==> config.mk <==
export PLATFORM = sky130hd
export DESIGN_NAME = slow_line_writer
export DESIGN_NICKNAME = d
export VERILOG_FILES = /design/src/logic/slow_pkg.sv /design/src/logic/slow_sync_extract.sv /design/src/logic/slow_line_writer.sv
export VERILOG_INCLUDE_DIRS = /design/src /design/src/logic
export SDC_FILE = /design/constraint.sdc
export NUM_CORES = 1
export LEC_CHECK = 0
export BUFFER_PORTS_ARGS = -buffer_cell sky130_fd_sc_hd__buf_2
export CAP_MARGIN = 25
export CORE_MARGIN = 1.5
export CORE_UTILIZATION = 54
export CTS_CLUSTER_DIAMETER = 60
export CTS_CLUSTER_SIZE = 10
export DETAILED_ROUTE_END_ITERATION = 8
export GPL_TIMING_DRIVEN = 1
export PLACE_DENSITY = 0.76
export SLEW_MARGIN = 10
export SYNTH_ARGS = -nofsm -noshare
export SYNTH_HDL_FRONTEND = slang
export SYNTH_SLANG_ARGS = --single-unit
export TNS_END_PERCENT = 5
==> constraint.sdc <==
create_clock -name clock -period 5.4 [get_ports clock]
set_input_delay 0.54 -clock clock [delete_from_list [all_inputs] [get_ports clock]]
set_output_delay 0.54 -clock clock [all_outputs]
set_load 0.1 [all_outputs]
==> src/logic/slow_consts.svh <==
// Register map, field positions and sync-code constants for the line output writer
`ifndef SLOW_CONSTS_SVH
`define SLOW_CONSTS_SVH

`define SLOW_ADDR_W         8
`define SLOW_REG_CTRL       8'h00
`define SLOW_REG_BASE       8'h04
`define SLOW_REG_PITCH      8'h08
`define SLOW_REG_OFST       8'h0C
`define SLOW_REG_STAT       8'h10
`define SLOW_REG_LADDR      8'h14

`define SLOW_CTRL_WEN       0
`define SLOW_CTRL_PACK      1
`define SLOW_CTRL_ALAW      2
`define SLOW_CTRL_ESYNC     3
`define SLOW_CTRL_INP_LSB   4
`define SLOW_CTRL_DSZ_LSB   6
`define SLOW_CTRL_W         10
`define SLOW_CTRL_RESET     10'h000

`define SLOW_OFS_INV        0
`define SLOW_OFS_FOFS_LSB   1
`define SLOW_OFS_STEP_LSB   3
`define SLOW_OFS_STEP_W     3
`define SLOW_OFS_W          16
`define SLOW_OFS_RESET      16'h0000
`define SLOW_FOFS_ONE_LINE  2'h0

`define SLOW_ALIGN_BITS     5
`define SLOW_PITCH_W        16

`define SLOW_SY_DEN         16
`define SLOW_SY_HS          17
`define SLOW_SY_VS          18
`define SLOW_SY_FLD         19

`define SLOW_INP_RAW        2'h0
`define SLOW_INP_YUV16      2'h1
`define SLOW_INP_YUV8       2'h2

`define SLOW_DSZ_MAX_CODE   4'h8
`define SLOW_MASK_FULL      16'hFFFF
`define SLOW_MASK_BYTE      16'h00FF

`define SLOW_ES_PREAMBLE    8'hFF
`define SLOW_ES_ZERO        8'h00
`define SLOW_ES_BIT_H       4
`define SLOW_ES_BIT_V       5
`define SLOW_ES_BIT_F       6

`endif

==> src/logic/slow_pkg.sv <==
// Types shared by the line output writer modules
package slow_pkg;

    typedef enum logic [1:0] {
        es_hunt = 2'b00,
        es_ff   = 2'b01,
        es_z1   = 2'b10,
        es_z2   = 2'b11
    } slow_es_state_e;

    typedef logic [31:0] slow_addr_t;

endpackage

==> src/logic/slow_sync_extract.sv <==
// Embedded-sync code extractor: recovers line, frame and field timing from an 8-bit stream
`timescale 1ns/1ps
`include "slow_consts.svh"

module slow_sync_extract (
    // Clock and reset
    input  wire logic       clock,
    input  wire logic       reset_n,
    // Byte stream
    input  wire logic       enable,
    input  wire logic [7:0] byte_in,
    // Recovered timing and pixels
    output logic            line_start,
    output logic            line_end,
    output logic            frame_start,
    output logic            field,
    output logic            vsync,
    output logic            pix_valid,
    output logic [7:0]      pix_data
);

    slow_pkg::slow_es_state_e state_q;
    logic             active_q;
    logic [3:0][7:0]  pd_q;
    logic [3:0]       pv_q;
    logic [3:0]       le_q;
    logic             hit;
    logic             sav;

    assign hit = enable && (state_q == slow_pkg::es_z2);
    assign sav = hit && !byte_in[`SLOW_ES_BIT_H] && !byte_in[`SLOW_ES_BIT_V];

    // Preamble hunter
    always_ff @(posedge clock or negedge reset_n) begin
        if (!reset_n) begin
            state_q <= slow_pkg::es_hunt;
        end else if (!enable) begin
            state_q <= slow_pkg::es_hunt;
        end else begin
            case (state_q)
                slow_pkg::es_hunt: state_q <= (byte_in == `SLOW_ES_PREAMBLE) ? slow_pkg::es_ff : slow_pkg::es_hunt;
                slow_pkg::es_ff: begin
                    if (byte_in == `SLOW_ES_ZERO)
                        state_q <= slow_pkg::es_z1;
                    else if (byte_in != `SLOW_ES_PREAMBLE)
                        state_q <= slow_pkg::es_hunt;
                end
                slow_pkg::es_z1:   state_q <= (byte_in == `SLOW_ES_ZERO) ? slow_pkg::es_z2 : slow_pkg::es_hunt;
                default:           state_q <= slow_pkg::es_hunt;
            endcase
        end
    end

    // Timing flags from the code word
    always_ff @(posedge clock or negedge reset_n) begin
        if (!reset_n) begin
            active_q    <= 1'b0;
            vsync       <= 1'b0;
            field       <= 1'b0;
            line_start  <= 1'b0;
            frame_start <= 1'b0;
        end else begin
            line_start  <= sav;
            frame_start <= sav && vsync;
            if (!enable) begin
                active_q <= 1'b0;
            end else if (hit) begin
                active_q <= sav;
                vsync    <= byte_in[`SLOW_ES_BIT_V];
                field    <= byte_in[`SLOW_ES_BIT_F];
            end
        end
    end

    // Delay line so that preamble bytes already taken in as pixels can be struck out
    always_ff @(posedge clock or negedge reset_n) begin
        if (!reset_n) begin
            pd_q <= '0;
            pv_q <= 4'h0;
            le_q <= 4'h0;
        end else begin
            pd_q <= {pd_q[2:0], byte_in};
            pv_q <= {pv_q[2:0], active_q} & {4{!hit}};
            le_q <= {le_q[2:0], hit && byte_in[`SLOW_ES_BIT_H] && active_q};
        end
    end

    assign pix_valid = pv_q[3];
    assign pix_data  = pd_q[3];
    assign line_end  = le_q[3];

endmodule

==> src/logic/slow_line_writer.sv <==
// Line output writer: turns pixel lines into addressed 32-bit memory writes
//
// The address map and strobed register access were left to the implementer.
`timescale 1ns/1ps
`include "slow_consts.svh"

module slow_line_writer (
    // Clock and reset
    input  wire logic                    clock,
    input  wire logic                    reset_n,
    // Register port
    input  wire logic [`SLOW_ADDR_W-1:0] reg_addr,
    input  wire logic [31:0]             reg_wdata,
    input  wire logic                    reg_write,
    input  wire logic                    reg_read,
    output logic      [31:0]             reg_rdata,
    // Sensor pins
    input  wire logic [15:0]             pin_data,
    input  wire logic                    pin_data_en,
    input  wire logic                    pin_hsync,
    input  wire logic                    pin_vsync,
    input  wire logic                    pin_field,
    // Memory write port
    output logic                         mem_wr_valid,
    output logic      [31:0]             mem_wr_addr,
    output logic      [31:0]             mem_wr_data,
    // Timing to later stages
    output logic                         ds_hsync,
    output logic                         ds_vsync,
    output logic                         ds_field,
    output logic                         yuv_mode
);

    localparam int PIN_W = 20;

    // Configuration
    logic [`SLOW_CTRL_W-1:0]   ctrl_q;
    slow_pkg::slow_addr_t      base_q;
    logic [`SLOW_PITCH_W-1:0]  pitch_q;
    logic [`SLOW_OFS_W-1:0]    ofst_q;

    // Pin synchronisers
    logic [PIN_W-1:0] sy1_q;
    logic [PIN_W-1:0] sy2_q;
    logic             hs_prev_q;
    logic             vs_prev_q;

    // Line and frame state
    logic                 frame_on_q;
    logic                 line_on_q;
    logic                 first_line_q;
    logic                 fld_eff_q;
    logic [15:0]          line_cnt_q;
    slow_pkg::slow_addr_t line_addr_q;
    slow_pkg::slow_addr_t col_addr_q;
    logic [31:0]          word_q;
    logic [1:0]           lane_q;

    // Embedded-sync extractor outputs
    logic       es_ls;
    logic       es_le;
    logic       es_fs;
    logic       es_fld;
    logic       es_vs;
    logic       es_pv;
    logic [7:0] es_pd;

    // Decoded controls
    logic       wen;
    logic       pack;
    logic       alaw;
    logic       esync;
    logic [1:0] inp;
    logic [3:0] dsz;
    logic       fld_inv;
    logic [1:0] fofs;

    assign wen     = ctrl_q[`SLOW_CTRL_WEN];
    assign pack    = ctrl_q[`SLOW_CTRL_PACK];
    assign alaw    = ctrl_q[`SLOW_CTRL_ALAW];
    assign esync   = ctrl_q[`SLOW_CTRL_ESYNC];
    assign inp     = ctrl_q[`SLOW_CTRL_INP_LSB +: 2];
    assign dsz     = ctrl_q[`SLOW_CTRL_DSZ_LSB +: 4];
    assign fld_inv = ofst_q[`SLOW_OFS_INV];
    assign fofs    = ofst_q[`SLOW_OFS_FOFS_LSB +: 2];

    // Register writes
    always_ff @(posedge clock or negedge reset_n) begin
        if (!reset_n) begin
            ctrl_q  <= `SLOW_CTRL_RESET;
            base_q  <= 32'h0000_0000;
            pitch_q <= 16'h0000;
            ofst_q  <= `SLOW_OFS_RESET;
        end else if (reg_write) begin
            case (reg_addr)
                `SLOW_REG_CTRL:  ctrl_q  <= reg_wdata[`SLOW_CTRL_W-1:0];
                `SLOW_REG_BASE:  base_q  <= {reg_wdata[31:`SLOW_ALIGN_BITS], `SLOW_ALIGN_BITS'(0)};
                `SLOW_REG_PITCH: pitch_q <= {reg_wdata[`SLOW_PITCH_W-1:`SLOW_ALIGN_BITS], `SLOW_ALIGN_BITS'(0)};
                `SLOW_REG_OFST:  ofst_q  <= reg_wdata[`SLOW_OFS_W-1:0];
                default: begin
                end
            endcase
        end
    end

    // Register reads, data in the following cycle; unmapped reads give zero
    always_ff @(posedge clock or negedge reset_n) begin
        if (!reset_n) begin
            reg_rdata <= 32'h0000_0000;
        end else if (reg_read) begin
            case (reg_addr)
                `SLOW_REG_CTRL:  reg_rdata <= 32'(ctrl_q);
                `SLOW_REG_BASE:  reg_rdata <= base_q;
                `SLOW_REG_PITCH: reg_rdata <= 32'(pitch_q);
                `SLOW_REG_OFST:  reg_rdata <= 32'(ofst_q);
                `SLOW_REG_STAT:  reg_rdata <= {line_cnt_q, 11'h000, frame_on_q, ds_hsync, ds_vsync, fld_eff_q, yuv_mode};
                `SLOW_REG_LADDR: reg_rdata <= line_addr_q;
                default:         reg_rdata <= 32'h0000_0000;
            endcase
        end else begin
            reg_rdata <= 32'h0000_0000;
        end
    end

    // Two-stage pin capture; only the second stage is read
    always_ff @(posedge clock or negedge reset_n) begin
        if (!reset_n) begin
            sy1_q     <= '0;
            sy2_q     <= '0;
            hs_prev_q <= 1'b0;
            vs_prev_q <= 1'b0;
        end else begin
            sy1_q     <= {pin_field, pin_vsync, pin_hsync, pin_data_en, pin_data};
            sy2_q     <= sy1_q;
            hs_prev_q <= sy2_q[`SLOW_SY_HS];
            vs_prev_q <= sy2_q[`SLOW_SY_VS];
        end
    end

    slow_sync_extract u_sync_extract (
        .clock       (clock),
        .reset_n     (reset_n),
        .enable      (esync),
        .byte_in     (sy2_q[7:0]),
        .line_start  (es_ls),
        .line_end    (es_le),
        .frame_start (es_fs),
        .field       (es_fld),
        .vsync       (es_vs),
        .pix_valid   (es_pv),
        .pix_data    (es_pd)
    );

    // Source selection: embedded-sync feeds the same path as the pin timing
    logic        src_valid;
    logic [15:0] src_data;
    logic        ev_ls;
    logic        ev_le;
    logic        ev_fs;
    logic        src_fld;
    logic        src_hs;
    logic        src_vs;

    always_comb begin
        if (esync) begin
            src_valid = es_pv;
            src_data  = {8'h00, es_pd};
            ev_ls     = es_ls;
            ev_le     = es_le;
            ev_fs     = es_fs;
            src_fld   = es_fld;
            src_hs    = es_ls;
            src_vs    = es_vs;
        end else begin
            src_valid = sy2_q[`SLOW_SY_DEN] && sy2_q[`SLOW_SY_HS];
            src_data  = sy2_q[`SLOW_SY_DEN-1:0];
            ev_ls     = sy2_q[`SLOW_SY_HS] && !hs_prev_q;
            ev_le     = !sy2_q[`SLOW_SY_HS] && hs_prev_q;
            ev_fs     = sy2_q[`SLOW_SY_VS] && !vs_prev_q;
            src_fld   = sy2_q[`SLOW_SY_FLD];
            src_hs    = sy2_q[`SLOW_SY_HS];
            src_vs    = sy2_q[`SLOW_SY_VS];
        end
    end

    // Pixel width and packing
    logic        yuv_d;
    logic        eight_bit;
    logic        packed_mode;
    logic [3:0]  dsz_c;
    logic [15:0] pix_mask;
    logic [15:0] pix;

    always_comb begin
        yuv_d       = (inp == `SLOW_INP_YUV16) || (inp == `SLOW_INP_YUV8) || esync;
        dsz_c       = (dsz > `SLOW_DSZ_MAX_CODE) ? `SLOW_DSZ_MAX_CODE : dsz;
        eight_bit   = esync || (inp == `SLOW_INP_YUV8) || (!yuv_d && dsz_c == `SLOW_DSZ_MAX_CODE);
        packed_mode = pack && (eight_bit || alaw);
        if (yuv_d && !eight_bit)
            pix_mask = `SLOW_MASK_FULL;
        else if (eight_bit)
            pix_mask = `SLOW_MASK_BYTE;
        else
            pix_mask = `SLOW_MASK_FULL >> dsz_c;
        pix = src_data & pix_mask;
    end

    // Next word content; lanes fill from the low end
    logic [31:0] word_d;
    logic        word_full;

    always_comb begin
        if (packed_mode) begin
            word_d    = word_q | (32'(pix[7:0]) << {lane_q, 3'b000});
            word_full = (lane_q == 2'd3);
        end else begin
            word_d    = word_q | (32'(pix) << {lane_q[0], 4'b0000});
            word_full = lane_q[0];
        end
    end

    // Line stepping: code bit 2 is direction, bits 1:0 give lines minus one
    function automatic slow_pkg::slow_addr_t step_bytes(input logic [2:0] code, input logic [15:0] pitch);
        slow_pkg::slow_addr_t mag;
        mag = 32'h0000_0000;
        case (code[1:0])
            2'd0:    mag = 32'(pitch);
            2'd1:    mag = 32'(pitch) << 1;
            2'd2:    mag = 32'(pitch) + (32'(pitch) << 1);
            default: mag = 32'(pitch) << 2;
        endcase
        step_bytes = code[2] ? (32'h0000_0000 - mag) : mag;
    endfunction

    logic                 first;
    logic                 fld_now;
    logic [1:0]           step_sel;
    logic [2:0]           step_code;
    slow_pkg::slow_addr_t start_off;
    slow_pkg::slow_addr_t next_line_addr;

    always_comb begin
        first     = first_line_q || ev_fs;
        fld_now   = ev_fs ? (src_fld ^ fld_inv) : fld_eff_q;
        step_sel  = {fld_eff_q, line_cnt_q[0]};
        step_code = ofst_q[`SLOW_OFS_STEP_LSB + `SLOW_OFS_STEP_W * step_sel +: `SLOW_OFS_STEP_W];
        if (fofs == `SLOW_FOFS_ONE_LINE && fld_now)
            start_off = fld_inv ? (32'h0000_0000 - 32'(pitch_q)) : 32'(pitch_q);
        else
            start_off = 32'h0000_0000;
        if (first)
            next_line_addr = base_q + start_off;
        else
            next_line_addr = line_addr_q + step_bytes(step_code, pitch_q);
    end

    // Frame and line tracking
    always_ff @(posedge clock or negedge reset_n) begin
        if (!reset_n) begin
            frame_on_q   <= 1'b0;
            line_on_q    <= 1'b0;
            first_line_q <= 1'b1;
            fld_eff_q    <= 1'b0;
            line_cnt_q   <= 16'h0000;
            line_addr_q  <= 32'h0000_0000;
        end else begin
            if (!wen) begin
                frame_on_q <= 1'b0;
            end else if (ev_fs) begin
                frame_on_q <= 1'b1;
            end
            if (ev_fs) begin
                first_line_q <= 1'b1;
                fld_eff_q    <= fld_now;
            end
            if (ev_ls && (frame_on_q || ev_fs) && wen) begin
                line_addr_q  <= next_line_addr;
                line_cnt_q   <= first ? 16'h0000 : line_cnt_q + 16'h0001;
                first_line_q <= 1'b0;
                line_on_q    <= 1'b1;
            end else if (ev_le || !wen) begin
                line_on_q <= 1'b0;
            end
        end
    end

    // Word assembly and memory writes
    always_ff @(posedge clock or negedge reset_n) begin
        if (!reset_n) begin
            col_addr_q   <= 32'h0000_0000;
            word_q       <= 32'h0000_0000;
            lane_q       <= 2'd0;
            mem_wr_valid <= 1'b0;
            mem_wr_addr  <= 32'h0000_0000;
            mem_wr_data  <= 32'h0000_0000;
        end else begin
            mem_wr_valid <= 1'b0;
            if (ev_ls && (frame_on_q || ev_fs) && wen) begin
                col_addr_q <= next_line_addr;
                word_q     <= 32'h0000_0000;
                lane_q     <= 2'd0;
            end else if (src_valid && line_on_q && wen) begin
                if (word_full) begin
                    mem_wr_valid <= 1'b1;
                    mem_wr_addr  <= col_addr_q;
                    mem_wr_data  <= word_d;
                    col_addr_q   <= col_addr_q + 32'h0000_0004;
                    word_q       <= 32'h0000_0000;
                    lane_q       <= 2'd0;
                end else begin
                    word_q <= word_d;
                    lane_q <= lane_q + 2'd1;
                end
            end else if (ev_le && line_on_q && wen && lane_q != 2'd0) begin
                // Partial word at line end goes out zero-filled
                mem_wr_valid <= 1'b1;
                mem_wr_addr  <= col_addr_q;
                mem_wr_data  <= word_q;
                col_addr_q   <= col_addr_q + 32'h0000_0004;
                word_q       <= 32'h0000_0000;
                lane_q       <= 2'd0;
            end
        end
    end

    // Timing outputs for later stages
    always_ff @(posedge clock or negedge reset_n) begin
        if (!reset_n) begin
            ds_hsync <= 1'b0;
            ds_vsync <= 1'b0;
            ds_field <= 1'b0;
            yuv_mode <= 1'b0;
        end else begin
            ds_hsync <= src_hs;
            ds_vsync <= src_vs;
            ds_field <= src_fld ^ fld_inv;
            yuv_mode <= yuv_d;
        end
    end

endmodule

==> results of run 1 <==
-- path summary, 6_finish.rpt --
path | to | cells after the start
worst max-delay path | col_addr_q[29] | 23
worst min-delay path | sy1_q[16] | 1
worst max register to register | col_addr_q[29] | 23
worst min register to register | u_sync_extract.pd_q[16] | 0
max in group asynchronous | reg_rdata[14] | 3
min in group asynchronous | mem_wr_data[4] | 2
-- metal layers --
metal | share of wire | track usage | vias to the layer above
li1 | - | - | 7259
met1 | 0.45 | 0.431 | 7727
met2 | 0.47 | 0.477 | 583
met3 | 0.064 | 0.0407 | 93
met4 | 0.023 | 0.0881 | 2
met5 | 0.00024 | 0 | -
-- flip-flops by register name, summed over array words and instances, names as in the netlist, 11 cells and up --
| name | count |
|---|---|
| line_cnt_q | 16 |
| mem_wr_data | 32 |
| reg_rdata | 32 |
| ofst_q | 16 |
| col_addr_q | 32 |
| line_addr_q | 32 |
| word_q | 32 |
| sy2_q | 20 |
| mem_wr_addr | 32 |
| base_q | 27 |
| u_sync_extract.pd_q | 24 |
| sy1_q | 20 |
| pitch_q | 11 |
-- cell type report --
cell class / instances / share of cell area
Clock inverter: 6 / 0.00465
Multi-Input combinational cell: 1434 / 0.420
Sequential cell: 372 / 0.422
Timing Repair Buffer: 238 / 0.0642
Tap cell: 455 / 0.0258
Clock buffer: 52 / 0.0545
Inverter: 53 / 0.00902
-- synth_stat cells, drive strengths merged (10+ instances only) --
cell type | number | area [um2]
o22ai | 12 | 75.1
a31oi | 20 | 125
dfrtp | 371 | 9280
mux2 | 84 | 950
xor2 | 47 | 412
and3 | 11 | 68.8
xnor2 | 58 | 508
a21oi | 170 | 855
a221oi | 12 | 118
o21ai | 99 | 495
nand4 | 20 | 131
buf | 15 | 95.1
nand3 | 50 | 255
nor2b | 11 | 68.8
nand2 | 261 | 985
mux2i | 13 | 130
a222oi | 10 | 100
nand2b | 19 | 119
inv | 52 | 195
and2 | 16 | 100
nor2 | 209 | 787
clkbuf | 71 | 267
ha | 79 | 988
a21o | 37 | 278
o21bai | 10 | 75.1
a22oi | 12 | 90.1
a211oi | 25 | 200
o21a | 12 | 90.1
o31ai | 14 | 115
nor3 | 24 | 125
a22o | 19 | 166
o211ai | 10 | 75.1
-- power breakdown --
group / leakage (nW) / switching [W] / internal (W)
sequential: 4.99 / 0.000108 / 0.00289
clock: 0.638 / 0.00116 / 0.00157
combinational: 5.27 / 0.000401 / 0.000251
total: 10.9 / 0.00167 / 0.00471
-- what timing repair did --
item / 4_1_cts / 5_1_grt
resized for setup: 0 / 12
setup endpoints to repair: 0 / 15
endpoints found under the hold margin: 28 / 0
buffers inserted: 0 / 2
hold buffers: 1 / 0
-- kinds of logic after synthesis --
kind of cell / share of synthesized area
and+or+nand+nor: 0.150
AOI/OAI and AO/OA: 0.165
DFF: 0.489
buffers and inverters: 0.0294
xor gates and xnor gates: 0.0483
muxes: 0.0642
adders and majority gates: 0.0550
-- per-stage QoR --
step	utilization	cell area [um2]	TNS, ns	power, W	instances
final	0.637	22100	0	0.00638	2610
after global routing	0.637	22100	-0.222	0.00663	2610
after CTS	0.635	22000	0	0.00643	2607
after detailed placement	0.597	20700	0	0.00368	2548
after global placement	0.597	20700	0	0.00367	2547
after floorplan	-	19100	0	0.00340	1945
==> results by group, run 1 <==
Yosys
  • Synth Register Bits: 372
  • Post-synth EDFFs: 0
  • Synthesized Nets: 2091
  • Ys Warns: 0
  • Distinct cells, synth: 73
  • Synth Instances: 1945
  • Synth Cell Area: 0.0191 mm2
  • Main synth FF type: dfrtp_1
  • Sequential-to-total area share from yosys stat: 0.489
  • Post-Syn Area per Cell: 9.80 um2
  • Ys async rst share: 1.00

CTS
  • Clock Sink Count: 372
  • TritonCTS clock tree: yes
  • CTS HTree Levels: 2
  • CTS Root Cell: clkbuf_16
  • Total CTS buffers: 45
  • Clock-pin slew on the worst setup and hold paths: 0.05 ns
  • Clock Latency Late Sink: 0.58 ns
  • Max clock buf depth: 3

Power
  • Leakage: 10.9 nW
  • Power per cell area: 289 mW/mm2
  • Worst VDD drop: 0.000263 V

Floorplan
  • Ports: 165
  • Core footprint: 0.0346 mm2
  • Die area: 0.0364 mm2
  • Starting density of the core: 0.550
  • Die W: 191 um
  • Die Ht: 191 um
  • FP Rows: 68

STA
  • Final worst-path cycle share: 0.941
  • Slew headroom: 0.349
  • Layout Skew: 0.0296 ns
  • Final setup vio count: 0
  • Max-slew violation count: 0
  • Actual slew at the worst max-slew pin: 0.969 ns
  • Final hold violations: 0
  • FMAX: 197 MHz
  • RSZ-0062 raised after global routing: yes
  • Hold WS: 0.0648 ns
  • Tmin final: 5.08 ns
  • Slack of the critical path: 0.321 ns

Detailed routing
  • Residual DRC: 0
  • Post-route ant nets: 0
  • Drt first pass iters: 5
  • Via count: 15700
  • Starting DRT DRC Count: 1318
  • Avg Vias per Cell: 6.00
  • WL final: 53400 um
  • Routed length per instance: 20.5 um

Min path
  • Hold Crit Start: pin_data_en
  • Hold crit path type: input pin to register

Cells and area
  • Share of cells above drive strength 1: 0.192
  • Area occupied by multi-input gates: 0.00926 mm2
  • Layout area overhead: 15.8%
  • # diodes: 0
  • Seq. cell area: 0.00931 mm2
  • Final-stage net count: 2290
  • Layout fillers: 2771
  • Most common cell after layout, fill and taps aside: dfrtp_1
  • Most frequent cells in the layout: dfrtp_1, nand2_1, nor2_1

Critical path
  • Critical Path RT: 5.87 ns
  • Cell family with most CP delay: compound AO/OA/AOI/OAI gates
  • CP max stage delay: 0.40 ns
  • Reg2Reg Setup Slack: 0.32 ns
  • CP Capture Type: register
  • Worst Path Max Fanout: 4
  • Crit-path cells: ha_1 > inv_1 > fa_1 > nand2b_1 > a21oi_2 > o21ai_0 > xnor2_1 > a221oi_2 > and2_1 > o211ai_1 > xnor2_1 > ha_1 > and3_1 > a221oi_2 > o31a_1 > o21ai_1 > nor4b_2 > buf_4 > nor2_1 > a21o_1 > a21oi_1 > xor2_1 > a221oi_1
  • Setup CP Type: register to register
  • Reg-to-reg startpoint: pitch_q[6]
  • Worst setup SP type: register
  • Crit path buf inv count: 2
  • Critical-path top delay cell: dfrtp_1
  • Critical path arrival: 5.55 ns
  • Critical path startpoint: pitch_q[6]

Place
  • DP Wirelength: 38500 um
  • Final Wtd Congestion: 0.923
  • Pre-CTS setup slack: 0.147 ns
  • Port bufs: 164

Global route
  • Pin count of the biggest net entering global routing: 158
  • Overflow left after global routing: 0
  • Vias in the first global route: 15500
  • First-pass GRT wire length: 85600 um
  • Global Route Usage Sum: 0.301
  • Antenna violations before repair: 1

Run
  • Number of max-cap violations: 0

Outcome
  • Status: finished clean
No activity file was read; power rests on OpenSTA's default activity.
==> run 2: changes to the inputs <==
Settings changed: CELL_PAD_IN_SITES_DETAIL_PLACEMENT set to 0, CELL_PAD_IN_SITES_GLOBAL_PLACEMENT set to 1, CORE_UTILIZATION 54 to 43, PLACE_DENSITY 0.76 to not set, PLACE_DENSITY_LB_ADDON set to 0.1.
==> results by group, run 2 (same netlist as run 1, synthesis figures left out) <==
Global route
  • Pin count of the biggest net entering global routing: 135
  • First-pass GRT wire length: 87500 um
  • Vias in the first global route: 15100
  • Overflow left after global routing: 0
  • Global Route Usage Sum: 0.252
  • Antenna violations before repair: 0

Cells and area
  • Most common cell after layout, fill and taps aside: dfrtp_1
  • # diodes: 0
  • Final-stage net count: 2285
  • Seq. cell area: 0.00931 mm2
  • Layout fillers: 4105
  • Share of cells above drive strength 1: 0.195
  • Most frequent cells in the layout: dfrtp_1, nand2_1, nor2_1
  • Area occupied by multi-input gates: 0.00932 mm2
  • Final Util: 0.515
  • Finished Cell Area: 0.0223 mm2
  • Layout area overhead: 17.1%

CTS
  • Total CTS buffers: 46
  • Clock Latency Late Sink: 0.60 ns
  • Max clock buf depth: 3
  • Clock Sink Count: 372
  • CTS HTree Levels: 2
  • TritonCTS clock tree: yes
  • Hold Buf Count CTS: 0
  • CTS Root Cell: clkbuf_16
  • Clock-pin slew on the worst setup and hold paths: 0.06 ns

Critical path
  • R2R depth: 23
  • Crit path buf inv count: 3
  • CP max stage delay: 0.46 ns
  • Setup CP Type: register to register
  • Crit-path cells: inv_1 > buf_4 > fa_1 > nand2b_4 > a21oi_4 > o21ai_0 > xnor2_1 > a221oi_2 > and2_4 > o211ai_1 > xnor2_1 > ha_1 > and3_1 > a221oi_2 > o31a_1 > o21ai_2 > nor4b_2 > buf_4 > nor2_1 > a21o_1 > a21oi_1 > xor2_1 > o221ai_1
  • Reg2Reg Setup Slack: 0.27 ns
  • Critical path arrival: 5.56 ns
  • Critical-path top delay cell: fa_1
  • Critical Path RT: 5.83 ns
  • Worst setup SP type: register
  • Cell family with most CP delay: compound AO/OA/AOI/OAI gates
  • Reg-to-reg startpoint: pitch_q[6]
  • Worst Path Max Fanout: 7
  • CP Capture Type: register
  • Reg-to-Reg End: line_addr_q[29]

Detailed routing
  • Avg Vias per Cell: 5.51
  • Via count: 15100
  • Starting DRT DRC Count: 1099
  • WL final: 56200 um
  • Residual DRC: 0
  • Post-route ant nets: 0
  • Routed length per instance: 20.5 um
  • Drt first pass iters: 5

Outcome
  • Status: finished clean

Place
  • Port bufs: 164
  • DP Wirelength: 41200 um
  • Final Wtd Congestion: 0.871
  • Placed cell areas: 0.0208 mm2

Floorplan
  • Core footprint: 0.0434 mm2
  • FP Rows: 76
  • Die area: 0.0456 mm2
  • Ports: 165
  • Starting density of the core: 0.439
  • Die Ht: 214 um
  • Die W: 214 um

STA
  • Final hold violations: 0
  • Final worst-path cycle share: 0.950
  • Layout Skew: 0.0302 ns
  • FMAX: 195 MHz
  • Slew headroom: 0.334
  • Final setup vio count: 0
  • Actual slew at the worst max-slew pin: 0.998 ns
  • Setup_tns: 0 ns
  • Max-slew violation count: 0
  • Tmin final: 5.13 ns

Run
  • Number of max-cap violations: 0

Power
  • Worst VDD drop: 0.000218 V
  • Power per cell area: 290 mW/mm2
  • Leakage: 10.9 nW

Min path
  • Hold crit path type: input pin to async pin
==> run 2: cell count changes in the layout (fill, tap and decap cells not counted), moves of 2 or more <==
cell / before / now
clkinvlp_4: 0 / 4
nor2_2: 1 / 3
o21ai_2: 0 / 3
clkbuf_1: 2 / 13
clkbuf_8: 5 / 3
buf_4: 69 / 65
o21ai_1: 8 / 5
==> run 2: routing by layer <==
layer,global-route usage,vias up,part of all wire
li1,-,7243,-
met4,0.0692,0,0.025
met3,0.0432,82,0.046
met1,0.358,7437,0.47
met5,0,-,0
met2,0.398,367,0.46
==> run 2: worst max-delay path by stage <==
stage,cells after the start,to,slack [ns],startpoint
floorplan,22,col_addr_q[29],0.30,pitch_q[7]
global placement,23,col_addr_q[29],0.07,pitch_q[6]
detailed placement,23,col_addr_q[29],-0.05,pitch_q[6]
CTS,24,col_addr_q[29],0.04,pitch_q[7]
global route,25,line_addr_q[30],-0.04,pitch_q[6]
finish,23,line_addr_q[29],0.27,pitch_q[6]
==> run 2: what timing repair did <==
item / in CTS / in global routing
endpoints found under the setup margin: 4 / 12
buffers inserted: 0 / 2
pin swaps: 2 / 9
gates resized for setup: 7 / 17
==> run 2: power breakdown <==
| group | leakage, nW | switching [W] | internal (W) |
|---|---|---|---|
| clock | 0.647 | 0.00121 | 0.00161 |
| sequential | 4.98 | 0.000109 | 0.00289 |
| combinational | 5.27 | 0.000407 | 0.000255 |
| total | 10.9 | 0.00172 | 0.00476 |
==> run 2: final cells by class <==
type,count,area share
multi-input combinational,1434,0.418
tap,585,0.0328
inverter,53,0.00892
timing repair buffer,232,0.0618
clock inverter,9,0.00600
clock buffer,62,0.0556
sequential,372,0.417
==> run 2: stage by stage <==
step	worst slack, ns	power, W	hold WS, ns	instances
floorplan	0.296	0.00340	0.244	1945
global placement	0.0746	0.00369	0.331	2673
detailed placement	-0.0507	0.00370	0.335	2674
CTS	0.0358	0.00656	0.00839	2745
global route	-0.0437	0.00677	0.0120	2747
finish	0.269	0.00648	0.00538	2747
